<file path="config.mk">
export PLATFORM = sky130hd
export DESIGN_NAME = hwd_decoder
export DESIGN_NICKNAME = d
export VERILOG_FILES = /design/src/core/hwd_pkg.sv /design/src/core/hwd_decoder.sv
export VERILOG_INCLUDE_DIRS = /design/src /design/src/core
export SDC_FILE = /design/constraint.sdc
export NUM_CORES = 1
export LEC_CHECK = 0
export BUFFER_PORTS_ARGS = -buffer_cell sky130_fd_sc_hd__buf_2
export CAP_MARGIN = 10
export CORE_MARGIN = 3
export CORE_UTILIZATION = 54
export CTS_BUF_LIST = sky130_fd_sc_hd__clkbuf_16
export CTS_CLUSTER_DIAMETER = 200
export DETAILED_ROUTE_END_ITERATION = 8
export GPL_ROUTABILITY_DRIVEN = 0
export PLACE_DENSITY = 0.77
export SLEW_MARGIN = 5
export SYNTH_ARGS = -nofsm -noshare
export SYNTH_HDL_FRONTEND = slang
export SYNTH_SLANG_ARGS = --single-unit
</file>
<file path="constraint.sdc">
create_clock -name clk -period 2.7 [get_ports clk]
set_input_delay 0.54 -clock clk [delete_from_list [all_inputs] [get_ports clk]]
set_output_delay 0.54 -clock clk [all_outputs]
set_load 0.02 [all_outputs]
</file>
<file path="src/core/hwd_params.svh">
// Constants for the two-channel handwheel decoder: register map, resets, widths.
// Assumes a 32-bit APB register bus and a 25 MHz core clock.
`ifndef HWD_PARAMS_SVH
`define HWD_PARAMS_SVH
`define HWD_ADDR_W 8
`define HWD_OFS_CTRL1 8'h00
`define HWD_OFS_CTRL2 8'h04
`define HWD_OFS_INVERT 8'h08
`define HWD_OFS_FORMAT 8'h0C
`define HWD_OFS_COUNT1 8'h10
`define HWD_OFS_COUNT2 8'h14
`define HWD_OFS_LATCH1 8'h18
`define HWD_OFS_LATCH2 8'h1C
`define HWD_CTRL_W 4
`define HWD_CTRL_RST 4'h7
`define HWD_INVERT_RST 2'h0
`define HWD_FORMAT_RST 4'h0
`define HWD_FMT_W 2
`define HWD_FMT_PWM_PFM 2'h2
`define HWD_FMT_DAC_PFM 2'h3
`define HWD_CNT_W 24
`endif

</file>
<file path="src/core/hwd_pkg.sv">
// Types shared by the handwheel decoder.
// Assumes hwd_params.svh for the numeric constants.
package hwd_pkg;
  typedef enum logic [3:0] {
    HWD_PD_CW = 4'b0000,
    HWD_X1_CW = 4'b0001,
    HWD_X2_CW = 4'b0010,
    HWD_X4_CW = 4'b0011,
    HWD_PD_CCW = 4'b0100,
    HWD_X1_CCW = 4'b0101,
    HWD_X2_CCW = 4'b0110,
    HWD_X4_CCW = 4'b0111,
    HWD_LOOPBACK = 4'b1000,
    HWD_TIMER = 4'b1100
  } hwd_mode_t;
endpackage

</file>
<file path="src/core/hwd_decoder.sv">
// Two-channel handwheel decoder with APB register slave.
// Assumes encoder pins are asynchronous and the PFM signals come from logic on clk.
//
// The implementer's own choices: register access over APB and the placing of the registers.
`timescale 1ns/1ps
`include "hwd_params.svh"

// Functional notes
// - Each channel has its own 4-bit decode-mode register that resets to 7.
// - Modes 0-3 are pulse-dir and x1/x2/x4 CW, 4-7 the same CCW, 8 loopback, 12 timer.
// - Quadrature x1, x2 and x4 give one, two and four counts per input cycle.
// - CW or CCW only chooses which motion direction counts up; the other counts down.
// - Pulse-dir decode counts pulses on A with the sign taken from B.
// - Mode 8 decodes the matching PFM channel's pulse and direction internally.
// - In loopback the count direction follows the PFM direction automatically.
// - Mode 12 clears a timer on the excitation pulse and latches it on a rise of A.
// - Direction output is low for positive when invert is 0 and high when it is 1.
// - Invert acts only when the output format is 2 or 3 (PFM on output C).
// - Channel 2 is identical to channel 1 with its own register, pins and PFM source.
// - Format 2 is PWM on A/B with PFM on C; format 3 is DAC on A/B with PFM on C.
module hwd_decoder import hwd_pkg::*; (
  input wire logic clk,
  input wire logic arst_n,
  input wire logic [`HWD_ADDR_W-1:0] paddr,
  input wire logic psel,
  input wire logic penable,
  input wire logic pwrite,
  input wire logic [31:0] pwdata,
  output logic [31:0] prdata,
  output logic pready,
  output logic pslverr,
  input wire logic handwheel1_input_a,
  input wire logic handwheel1_input_b,
  input wire logic handwheel2_input_a,
  input wire logic handwheel2_input_b,
  input wire logic excitation_pulse_output1,
  input wire logic excitation_pulse_output2,
  input wire logic pfm1_dir_cmd,
  input wire logic pfm2_dir_cmd,
  output logic pfm1_dir_out,
  output logic pfm2_dir_out
);
  logic [`HWD_CTRL_W-1:0] handwheel1_decode_control;
  logic [`HWD_CTRL_W-1:0] handwheel2_decode_control;
  logic [1:0] pfm_direction_invert;
  logic [2*`HWD_FMT_W-1:0] output_format_select;
  logic [`HWD_CNT_W-1:0] count [2];
  logic [`HWD_CNT_W-1:0] latch [2];
  logic [1:0] dir_out;
  logic [1:0] pin_a;
  logic [1:0] pin_b;
  logic [1:0] pfm_pulse;
  logic [1:0] pfm_dir;
  logic [`HWD_CTRL_W-1:0] mode [2];
  logic wr_access;
  logic setup;
  logic mapped;

  assign pin_a = {handwheel2_input_a, handwheel1_input_a};
  assign pin_b = {handwheel2_input_b, handwheel1_input_b};
  assign pfm_pulse = {excitation_pulse_output2, excitation_pulse_output1};
  assign pfm_dir = {pfm2_dir_cmd, pfm1_dir_cmd};
  assign mode[0] = handwheel1_decode_control;
  assign mode[1] = handwheel2_decode_control;
  assign pfm1_dir_out = dir_out[0];
  assign pfm2_dir_out = dir_out[1];

  // Zero wait states: read data is captured in setup, so it is a flop at access
  assign pready = 1'b1;
  assign setup = psel && !penable;
  assign wr_access = psel && penable && pwrite;
  assign mapped = (paddr == `HWD_OFS_CTRL1) || (paddr == `HWD_OFS_CTRL2)
    || (paddr == `HWD_OFS_INVERT) || (paddr == `HWD_OFS_FORMAT)
    || (paddr == `HWD_OFS_COUNT1) || (paddr == `HWD_OFS_COUNT2)
    || (paddr == `HWD_OFS_LATCH1) || (paddr == `HWD_OFS_LATCH2);
  assign pslverr = psel && penable && !mapped;

  // Register writes
  always_ff @(posedge clk or negedge arst_n) begin
    if (!arst_n) begin
      handwheel1_decode_control <= `HWD_CTRL_RST;
      handwheel2_decode_control <= `HWD_CTRL_RST;
      pfm_direction_invert <= `HWD_INVERT_RST;
      output_format_select <= `HWD_FORMAT_RST;
    end else if (wr_access) begin
      if (paddr == `HWD_OFS_CTRL1) begin
        handwheel1_decode_control <= pwdata[`HWD_CTRL_W-1:0];
      end else if (paddr == `HWD_OFS_CTRL2) begin
        handwheel2_decode_control <= pwdata[`HWD_CTRL_W-1:0];
      end else if (paddr == `HWD_OFS_INVERT) begin
        pfm_direction_invert <= pwdata[1:0];
      end else if (paddr == `HWD_OFS_FORMAT) begin
        output_format_select <= pwdata[2*`HWD_FMT_W-1:0];
      end
    end
  end

  // Read data
  always_ff @(posedge clk or negedge arst_n) begin
    if (!arst_n) begin
      prdata <= 32'h0000_0000;
    end else if (setup) begin
      if (paddr == `HWD_OFS_CTRL1) begin
        prdata <= {28'h000_0000, handwheel1_decode_control};
      end else if (paddr == `HWD_OFS_CTRL2) begin
        prdata <= {28'h000_0000, handwheel2_decode_control};
      end else if (paddr == `HWD_OFS_INVERT) begin
        prdata <= {30'h0000_0000, pfm_direction_invert};
      end else if (paddr == `HWD_OFS_FORMAT) begin
        prdata <= {28'h000_0000, output_format_select};
      end else if (paddr == `HWD_OFS_COUNT1) begin
        prdata <= {8'h00, count[0]};
      end else if (paddr == `HWD_OFS_COUNT2) begin
        prdata <= {8'h00, count[1]};
      end else if (paddr == `HWD_OFS_LATCH1) begin
        prdata <= {8'h00, latch[0]};
      end else if (paddr == `HWD_OFS_LATCH2) begin
        prdata <= {8'h00, latch[1]};
      end else begin
        prdata <= 32'h0000_0000;
      end
    end
  end

  genvar ch;
  generate
    for (ch = 0; ch < 2; ch++) begin : g_ch
      logic [2:0] sync_a;
      logic [2:0] sync_b;
      logic fa;
      logic fb;
      logic pa;
      logic pb;
      logic pulse_prev;
      logic [1:0] fmt;
      logic ccw;
      logic pd_step;
      logic quad_step;
      logic fwd;
      logic step;
      logic up;
      logic pfm_rise;
      logic a_rise;

      // Three-stage sync; a change counts once stages two and three agree
      always_ff @(posedge clk or negedge arst_n) begin
        if (!arst_n) begin
          sync_a <= 3'h0;
          sync_b <= 3'h0;
          fa <= 1'b0;
          fb <= 1'b0;
          pa <= 1'b0;
          pb <= 1'b0;
          pulse_prev <= 1'b0;
        end else begin
          sync_a <= {sync_a[1:0], pin_a[ch]};
          sync_b <= {sync_b[1:0], pin_b[ch]};
          fa <= (sync_a[1] == sync_a[2]) ? sync_a[2] : fa;
          fb <= (sync_b[1] == sync_b[2]) ? sync_b[2] : fb;
          pa <= fa;
          pb <= fb;
          pulse_prev <= pfm_pulse[ch];
        end
      end

      assign a_rise = fa && !pa;
      assign pfm_rise = pfm_pulse[ch] && !pulse_prev;
      assign ccw = mode[ch][2];
      // Forward when A leads B; a double change is not a legal step
      assign fwd = fa ^ pb;
      assign pd_step = a_rise;
      assign quad_step = ((fa ^ pa) ^ (fb ^ pb));

      always_comb begin
        step = 1'b0;
        up = 1'b0;
        case (hwd_mode_t'(mode[ch]))
          HWD_PD_CW, HWD_PD_CCW: begin
            step = pd_step;
            up = fb ^ ccw;
          end
          HWD_X1_CW, HWD_X1_CCW: begin
            step = quad_step && (fa ^ pa) && !fb;
            up = fwd ^ ccw;
          end
          HWD_X2_CW, HWD_X2_CCW: begin
            step = quad_step && (fa ^ pa);
            up = fwd ^ ccw;
          end
          HWD_X4_CW, HWD_X4_CCW: begin
            step = quad_step;
            up = fwd ^ ccw;
          end
          HWD_LOOPBACK: begin
            step = pfm_rise;
            up = pfm_dir[ch];
          end
          default: begin
            step = 1'b0;
            up = 1'b0;
          end
        endcase
      end

      // Counter; in timer mode it runs as the transducer timer
      always_ff @(posedge clk or negedge arst_n) begin
        if (!arst_n) begin
          count[ch] <= '0;
        end else if (mode[ch] == HWD_TIMER) begin
          if (pfm_rise) begin
            count[ch] <= '0;
          end else begin
            count[ch] <= count[ch] + `HWD_CNT_W'(1);
          end
        end else if (step) begin
          count[ch] <= up ? count[ch] + `HWD_CNT_W'(1) : count[ch] - `HWD_CNT_W'(1);
        end
      end

      always_ff @(posedge clk or negedge arst_n) begin
        if (!arst_n) begin
          latch[ch] <= '0;
        end else if (mode[ch] == HWD_TIMER && a_rise) begin
          latch[ch] <= count[ch];
        end
      end

      // Direction output; invert honoured only while output C carries PFM
      assign fmt = output_format_select[ch*`HWD_FMT_W +: `HWD_FMT_W];
      always_ff @(posedge clk or negedge arst_n) begin
        if (!arst_n) begin
          dir_out[ch] <= 1'b0;
        end else if (fmt == `HWD_FMT_PWM_PFM || fmt == `HWD_FMT_DAC_PFM) begin
          dir_out[ch] <= pfm_direction_invert[ch] ? pfm_dir[ch] : !pfm_dir[ch];
        end else begin
          dir_out[ch] <= !pfm_dir[ch];
        end
      end

    end
  endgenerate
endmodule // hwd_decoder

</file>
=== Word-level counts from Yosys, hierarchy flattened ===
Cells that the tools add are included.
W data, S select, Z words.

* Input bits: 53
* Register bits: 166
* Word-level logic and storage cells: 153
* Output and inout bits: 36

* Multiplexer cells: 24
* Reductions and logical operators: 52
* Equality and inequality tests: 33
* Bitwise gates (word level): 15
* $add $sub $neg: 4

{| class="wikitable"
|+ Operators by type and width
! kind !! number
|-
| $mux W24 || 16
|-
| $add A24 B1 Y24 const B || 2
|-
| $sub A24 B1 Y24 const B || 2
|-
| $eq A4 B3 Y1 const B || 8
|-
| $eq A8 B5 Y1 const B || 4
|-
| $eq A4 B2 Y1 const B || 4
|-
| $eq A4 B4 Y1 const B || 4
|-
| $eq A8 B4 Y1 const B || 2
|-
| $reduce_or A2 Y1 || 8
|-
| $logic_and A1 B1 Y1 || 14
|-
| $reduce_or A6 Y1 || 2
|-
| $xor A1 B1 Y1 || 12
|-
| $logic_not A1 Y1 || 10
|-
| $pmux W1 S5 || 2
|-
| $logic_or A1 B1 Y1 || 9
|-
| $eq A2 B2 Y1 const B || 4
|-
| $eq A4 B1 Y1 const B || 2
|-
| $eq A8 B3 Y1 const B || 1
|-
| $logic_not A4 Y1 || 2
|-
| $logic_not A8 Y1 || 1
|-
| $pmux W1 S3 || 2
|-
| $reduce_and A5 Y1 || 1
|-
| $eq A1 B1 Y1 || 4
|-
| $mux W1 || 4
|-
| 5 further kinds || 8
|}

=== Longest topological paths before layout ===
* Word-level depth: 10
* Depth in mapped cells: 12
* Depth with buffers taken out: 10

=== Worst setup path after synthesis ===
Ideal clock, no wire load.

* Path type: register to register
* From: register g_ch[1].fa
* To: register count[7] in the netlist's numbering
* Setup time: 0.069 ns
* Data required time: 2.631 ns
* Path buffers: 1
* Slack: 0.137 ns
* Stages on the path, launching flop included: 10
* Arrival time: 2.494 ns
* Period minus slack after synthesis: 2.563 ns
* Cell sequence: dfrtp_1 ha_1 inv_1 ha_1 mux4_2 o21ai_1 nand2_1 clkbuf_1 or3_1 nand3_1

* Longest elaborated chain between the ends: 6
* Elaborated cells between the ends (all ways): 13
* Classes of those cells: 5 x mux; 4 x bitwise; 4 x reduce/logical

{| class="wikitable"
|+ RTL lines
! what !! RTL line !! text
|-
| start: declaration || hwd_decoder.sv:130 || <nowiki>logic fa;</nowiki>
|-
| start signal: assignment || hwd_decoder.sv:158 || <nowiki>fa <= (sync_a[1] == sync_a[2]) ? sync_a[2] : fa;</nowiki>
|-
| $xor A1 B1 Y1 (on tied branches) (2 in a row) || n/a ||
|-
| $pmux W1 S3 / $logic_and A1 B1 Y1 (equally long branches) || hwd_decoder.sv:177, hwd_decoder.sv:183, hwd_decoder.sv:187 ||
|-
| $mux W24 / $logic_and A1 B1 Y1 (equally long branches) || hwd_decoder.sv:216, hwd_decoder.sv:183 ||
|-
| $mux W24 / $pmux W1 S5 (equally long branches) || hwd_decoder.sv:215, hwd_decoder.sv:177 ||
|-
| $mux W24 / $reduce_bool A2 Y1 (equally long branches) || n/a ||
|-
| end signal: indexed assignment || hwd_decoder.sv:213 || <nowiki>count[ch] <= count[ch] + `HWD_CNT_W'(1);</nowiki>
|-
| end signal: indexed assignment || hwd_decoder.sv:216 || <nowiki>count[ch] <= up ? count[ch] + `HWD_CNT_W'(1) : count[ch] - `HWD_CNT_W'(1);</nowiki>
|-
| end: declaration || hwd_decoder.sv:47 || <nowiki>logic [`HWD_CNT_W-1:0] count [2];</nowiki>
|}

Parallel ways exist; a longest one is shown, timed or not. The select of a mux whose other input is x is not followed.
A chain may end at the register's enable or synchronous reset.

=== Worst setup path after layout ===
* From: register count[35] in the netlist's numbering
* To: register count[47] in the netlist's numbering

* Longest elaborated chain between the ends: 4
* Elaborated cells between the ends (all ways): 6
* Classes of those cells: 2 x add/sub; 4 x mux

{| class="wikitable"
|+ RTL lines
! what !! RTL line !! text
|-
| $sub A24 B1 Y24 / $add A24 B1 Y24 (equally long branches) || hwd_decoder.sv:216, hwd_decoder.sv:213 ||
|-
| $mux W24 || hwd_decoder.sv:216 ||
|-
| $mux W24 || hwd_decoder.sv:215 || <nowiki>end else if (step) begin</nowiki>
|-
| $mux W24 (*) || hwd_decoder.sv:209 || <nowiki>end else if (mode[ch] == HWD_TIMER) begin</nowiki>
|}

Mark *: on every way between the ends. The rest lies on a longest branch, timed or not. The select of a mux whose other input is x is not followed.

==> out/results.tsv <==
stage	metric	value	unit
sta	clock skew	8.63	ps
setup_path	worst-path cell chain	or4_1 -> or4_4 -> nor3_1 -> nand3b_1 -> mux2_1 -> nand3_1	
yosys	Synth top area share	0.412	
clock_tree	clock latency on the worst-skew pair	430	ps
pwr	register share of total power	0.416	
detailed_routing	DR vias	7833	
yosys	Netlist Area Pre-Place	0.00923	mm2
sta	Final Worst Setup Slack	132	ps
setup_path	critical path type	reg -> reg	
sta	Final setup viols	0	
setup_path	WP data required	3060	ps
pwr	Pwr Density	646	mW/mm2
detailed_routing	wire per inst	18.5	um
layout	fin cells	1239	
layout	# nets final	1067	
sta	Final Hold Fails	0	
sta	period utilisation layout	0.951	
placement	PortBufs	51	
sta	Slew headroom	0.421	
yosys	Synth Area in Simple Gates	0.216	
yosys	Synth top cells by count	dfrtp_1, nand2_1, nand3_1	
global_routing	initial antenna violation count	0	
placement	worst slack, placed	130	ps
layout	# fillers	1295	
detailed_routing	Final Routed Wirelength	23000	um
placement	dpl hpwl	16100	um
pwr	Clock power frac	0.374	
pwr	switching portion of total power	0.318	
yosys	sequential area share after synthesis	0.429	
layout	final instance area	0.0106	mm2
placement	Area after DPL	0.00993	mm2
detailed_routing	drc violations	0	
setup_path	crit path DAT	2930	ps
global_routing	GR Overflow Total	0	
yosys	main flop type after synthesis	dfrtp_1	
global_routing	first-pass GRT wire length	37900	um
placement	placed insts	1207	
pwr	Max IR drop VDD	0.000477	V
yosys	Compound-Gate Fraction of Synth Area	0.136	
sta	fin. max-slew vios	0	
pwr	Internal Power	4.65	mW
yosys	synthesized instance count	952	
yosys	post-synthesis mux area share	0.141	
layout	share of post-route cells with drive strength above 1	0.242	
layout	n_diodes	0	
die	starting density of the core	0.554	
yosys	most frequent cell after synthesis	dfrtp_1	
pwr	Net Switching	2.17	mW
die	Die Span Y	137	um
yosys	yosys warns	0	
die	Row Count	47	
yosys	Unique masters post-synth	74	
sta	RSZ-0062 raised after global routing	no	
sta	Peak Freq	389	MHz
die	Std-Cell Core Area	0.0166	mm2
die	top-level port count	89	
sta	fin crit period	2570	ps
setup_path	Setup crit start kind	flop	
detailed_routing	via density per instance	6.32	
yosys	largest family of logic cells by synthesized area	simple AND/OR/NAND/NOR gates	
clock_tree	clock-pin slew on the worst setup and hold paths	70	ps
clock_tree	clk buf depth	2	
yosys	top cells by area, synth	dfrtp_1, mux2_2, mux4_2, nand3_1, nand2_1	
die	Die ar.	0.0187	mm2
yosys	Synth Area in Adders	0.0152	
global_routing	GR Util All Layers	0.257	
clock_tree	number of CTS-inserted buffers	17	
min_path	worst min path class	in -> async	
clock_tree	CTS Hold Bufs	0	
setup_path	crit-path max cell delay	680	ps
clock_tree	CTS Sinks	158	
yosys	area leader, netlist	dfrtp_1	
detailed_routing	Pre-Repair DR Iteration Count	6	
pwr	Gate power share	0.210	
yosys	post-synthesis async set-or-reset flop share	1.00	
pwr	Static Leak	4.57	nW
clock_tree	clk root buf	clkbuf_16	
detailed_routing	Antenna Nets Post-Route	0	
layout	Area Overhead vs Synth	14.5	%
yosys	Synth Area in XOR/XNOR	0.0129	
sta	Worst Tran Pin Value	868	ps
setup_path	CP max-delay cell	or4_1	
setup_path	CP Max Fanout	7	
run_status	run status	finished clean	
die	die width	137	um
detailed_routing	DRT iter0 DRCs	746	
clock_tree	CTS tree	done	
flow_run	Max-Cap Viols	0	
global_routing	vias in the first global route	7436	
clock_tree	htree depth	4	
sta	setup_tns	0	ps
yosys	Post-synth EDFFs	0	
yosys	synthesis-stage register bit count	158	
global_routing	largest net degree at the start of global routing	61	
yosys	Mean Syn Cell Area	9.69	um2
setup_path	Critical Path End Type	flop	
[per-layer routing]
metal	vias to the layer above	GRT usage	wire (um)
li1	3623	-	-
met1	3834	0.360	10000
met2	337	0.407	10900
met3	39	0.0441	1650
met4	0	0.0862	401
met5	-	0	0
[layout by cell type (no fill, tap or decap), types with 22 or more instances in the layout]
| master | netlist | routed |
|---|---|---|
| dfrtp_1 | 152 | 152 |
| nand2_1 | 89 | 89 |
| nand3_1 | 70 | 70 |
| mux2_2 | 59 | 59 |
| o21ai_0 | 56 | 56 |
| buf_4 | 9 | 56 |
| buf_2 | 4 | 50 |
| nor2_1 | 42 | 42 |
| a21oi_1 | 36 | 36 |
| nor3_1 | 28 | 28 |
| or3_1 | 22 | 22 |
[per-stage QoR]
step | power (mW) | utilization | hold slack, ps
5_1_grt | 7.15 | 0.635 | 123
2_1_floorplan | 3.76 | - | 244
6_report | 6.82 | 0.635 | 82.0
4_1_cts | 6.84 | 0.635 | 97.4
3_3_place_gp | 4.25 | 0.597 | 334
3_5_place_dp | 4.28 | 0.597 | 337
[layout make-up]
class	count	area, um2	share of cell area
Clock buffer	17	425	0.0403
Sequential cell	158	3960	0.375
Timing Repair Buffer	112	782	0.0740
Clock inverter	15	200	0.0190
Inverter	20	75.1	0.00711
Tap cell	220	275	0.0261
Multi-Input combinational cell	697	4840	0.458
[critical path: cells and delay by family, from the launching register on]
| family | cells | cell delay (ps) |
|---|---|---|
| AND/OR/NAND/NOR | 5 | 1790 |
| flip-flops | 1 | 370 |
| multiplexers | 1 | 330 |
[power groups by stage]
stage | Combinational (mW) | Sequential, mW | Clock, mW
finish | 1.43 | 2.84 | 2.55
floorplan | 1.03 | 2.73 | 0
CTS | 1.42 | 2.83 | 2.59
detailed placement | 1.41 | 2.87 | 0
global placement | 1.38 | 2.86 | 0
global route | 1.60 | 2.87 | 2.68
[worst paths after layout]
kind	start	endpoint	slack [ps]	cells past startpoint
worst max-delay path	count[35]$_DFFE_PN0P_	count[47]$_DFFE_PN0P_	130	6
worst min-delay path	arst_n	count[9]$_DFFE_PN0P_	80	1
worst max register to register	count[35]$_DFFE_PN0P_	count[47]$_DFFE_PN0P_	130	6
worst min register to register	g_ch[0].sync_b[0]$_DFF_PN0_	g_ch[0].sync_b[1]$_DFF_PN0_	350	0
max in group asynchronous	arst_n	g_ch[0].fb$_DFFE_PN0N_	1900	2
min in group clk	handwheel2_input_b	g_ch[1].sync_b[0]$_DFF_PN0_	220	1
[cell families after synthesis]
family | count (synthesis)
fa+ha+maj | 12
simple gates | 376
other cells | 2
xor+xnor | 12
buf+inv | 104
compound gates | 192
flops | 158
mux | 96
[registers in the layout (all words and copies together) (netlist names), 4 cells and up]
signal                     flops
prdata                        24
handwheel2_decode_control      4
g_ch.sync_b                    6
handwheel1_decode_control      4
g_ch.sync_a                    6
count                         48
output_format_select           4
latch                         48
[repair_timing]
| item | in CTS | in global routing |
|---|---|---|
| setup buffers | 0 | 0 |
| gates resized for setup | 0 | 1 |
| endpoints found under the setup margin | 0 | 7 |
No activity file was read; power rests on OpenSTA's default activity.
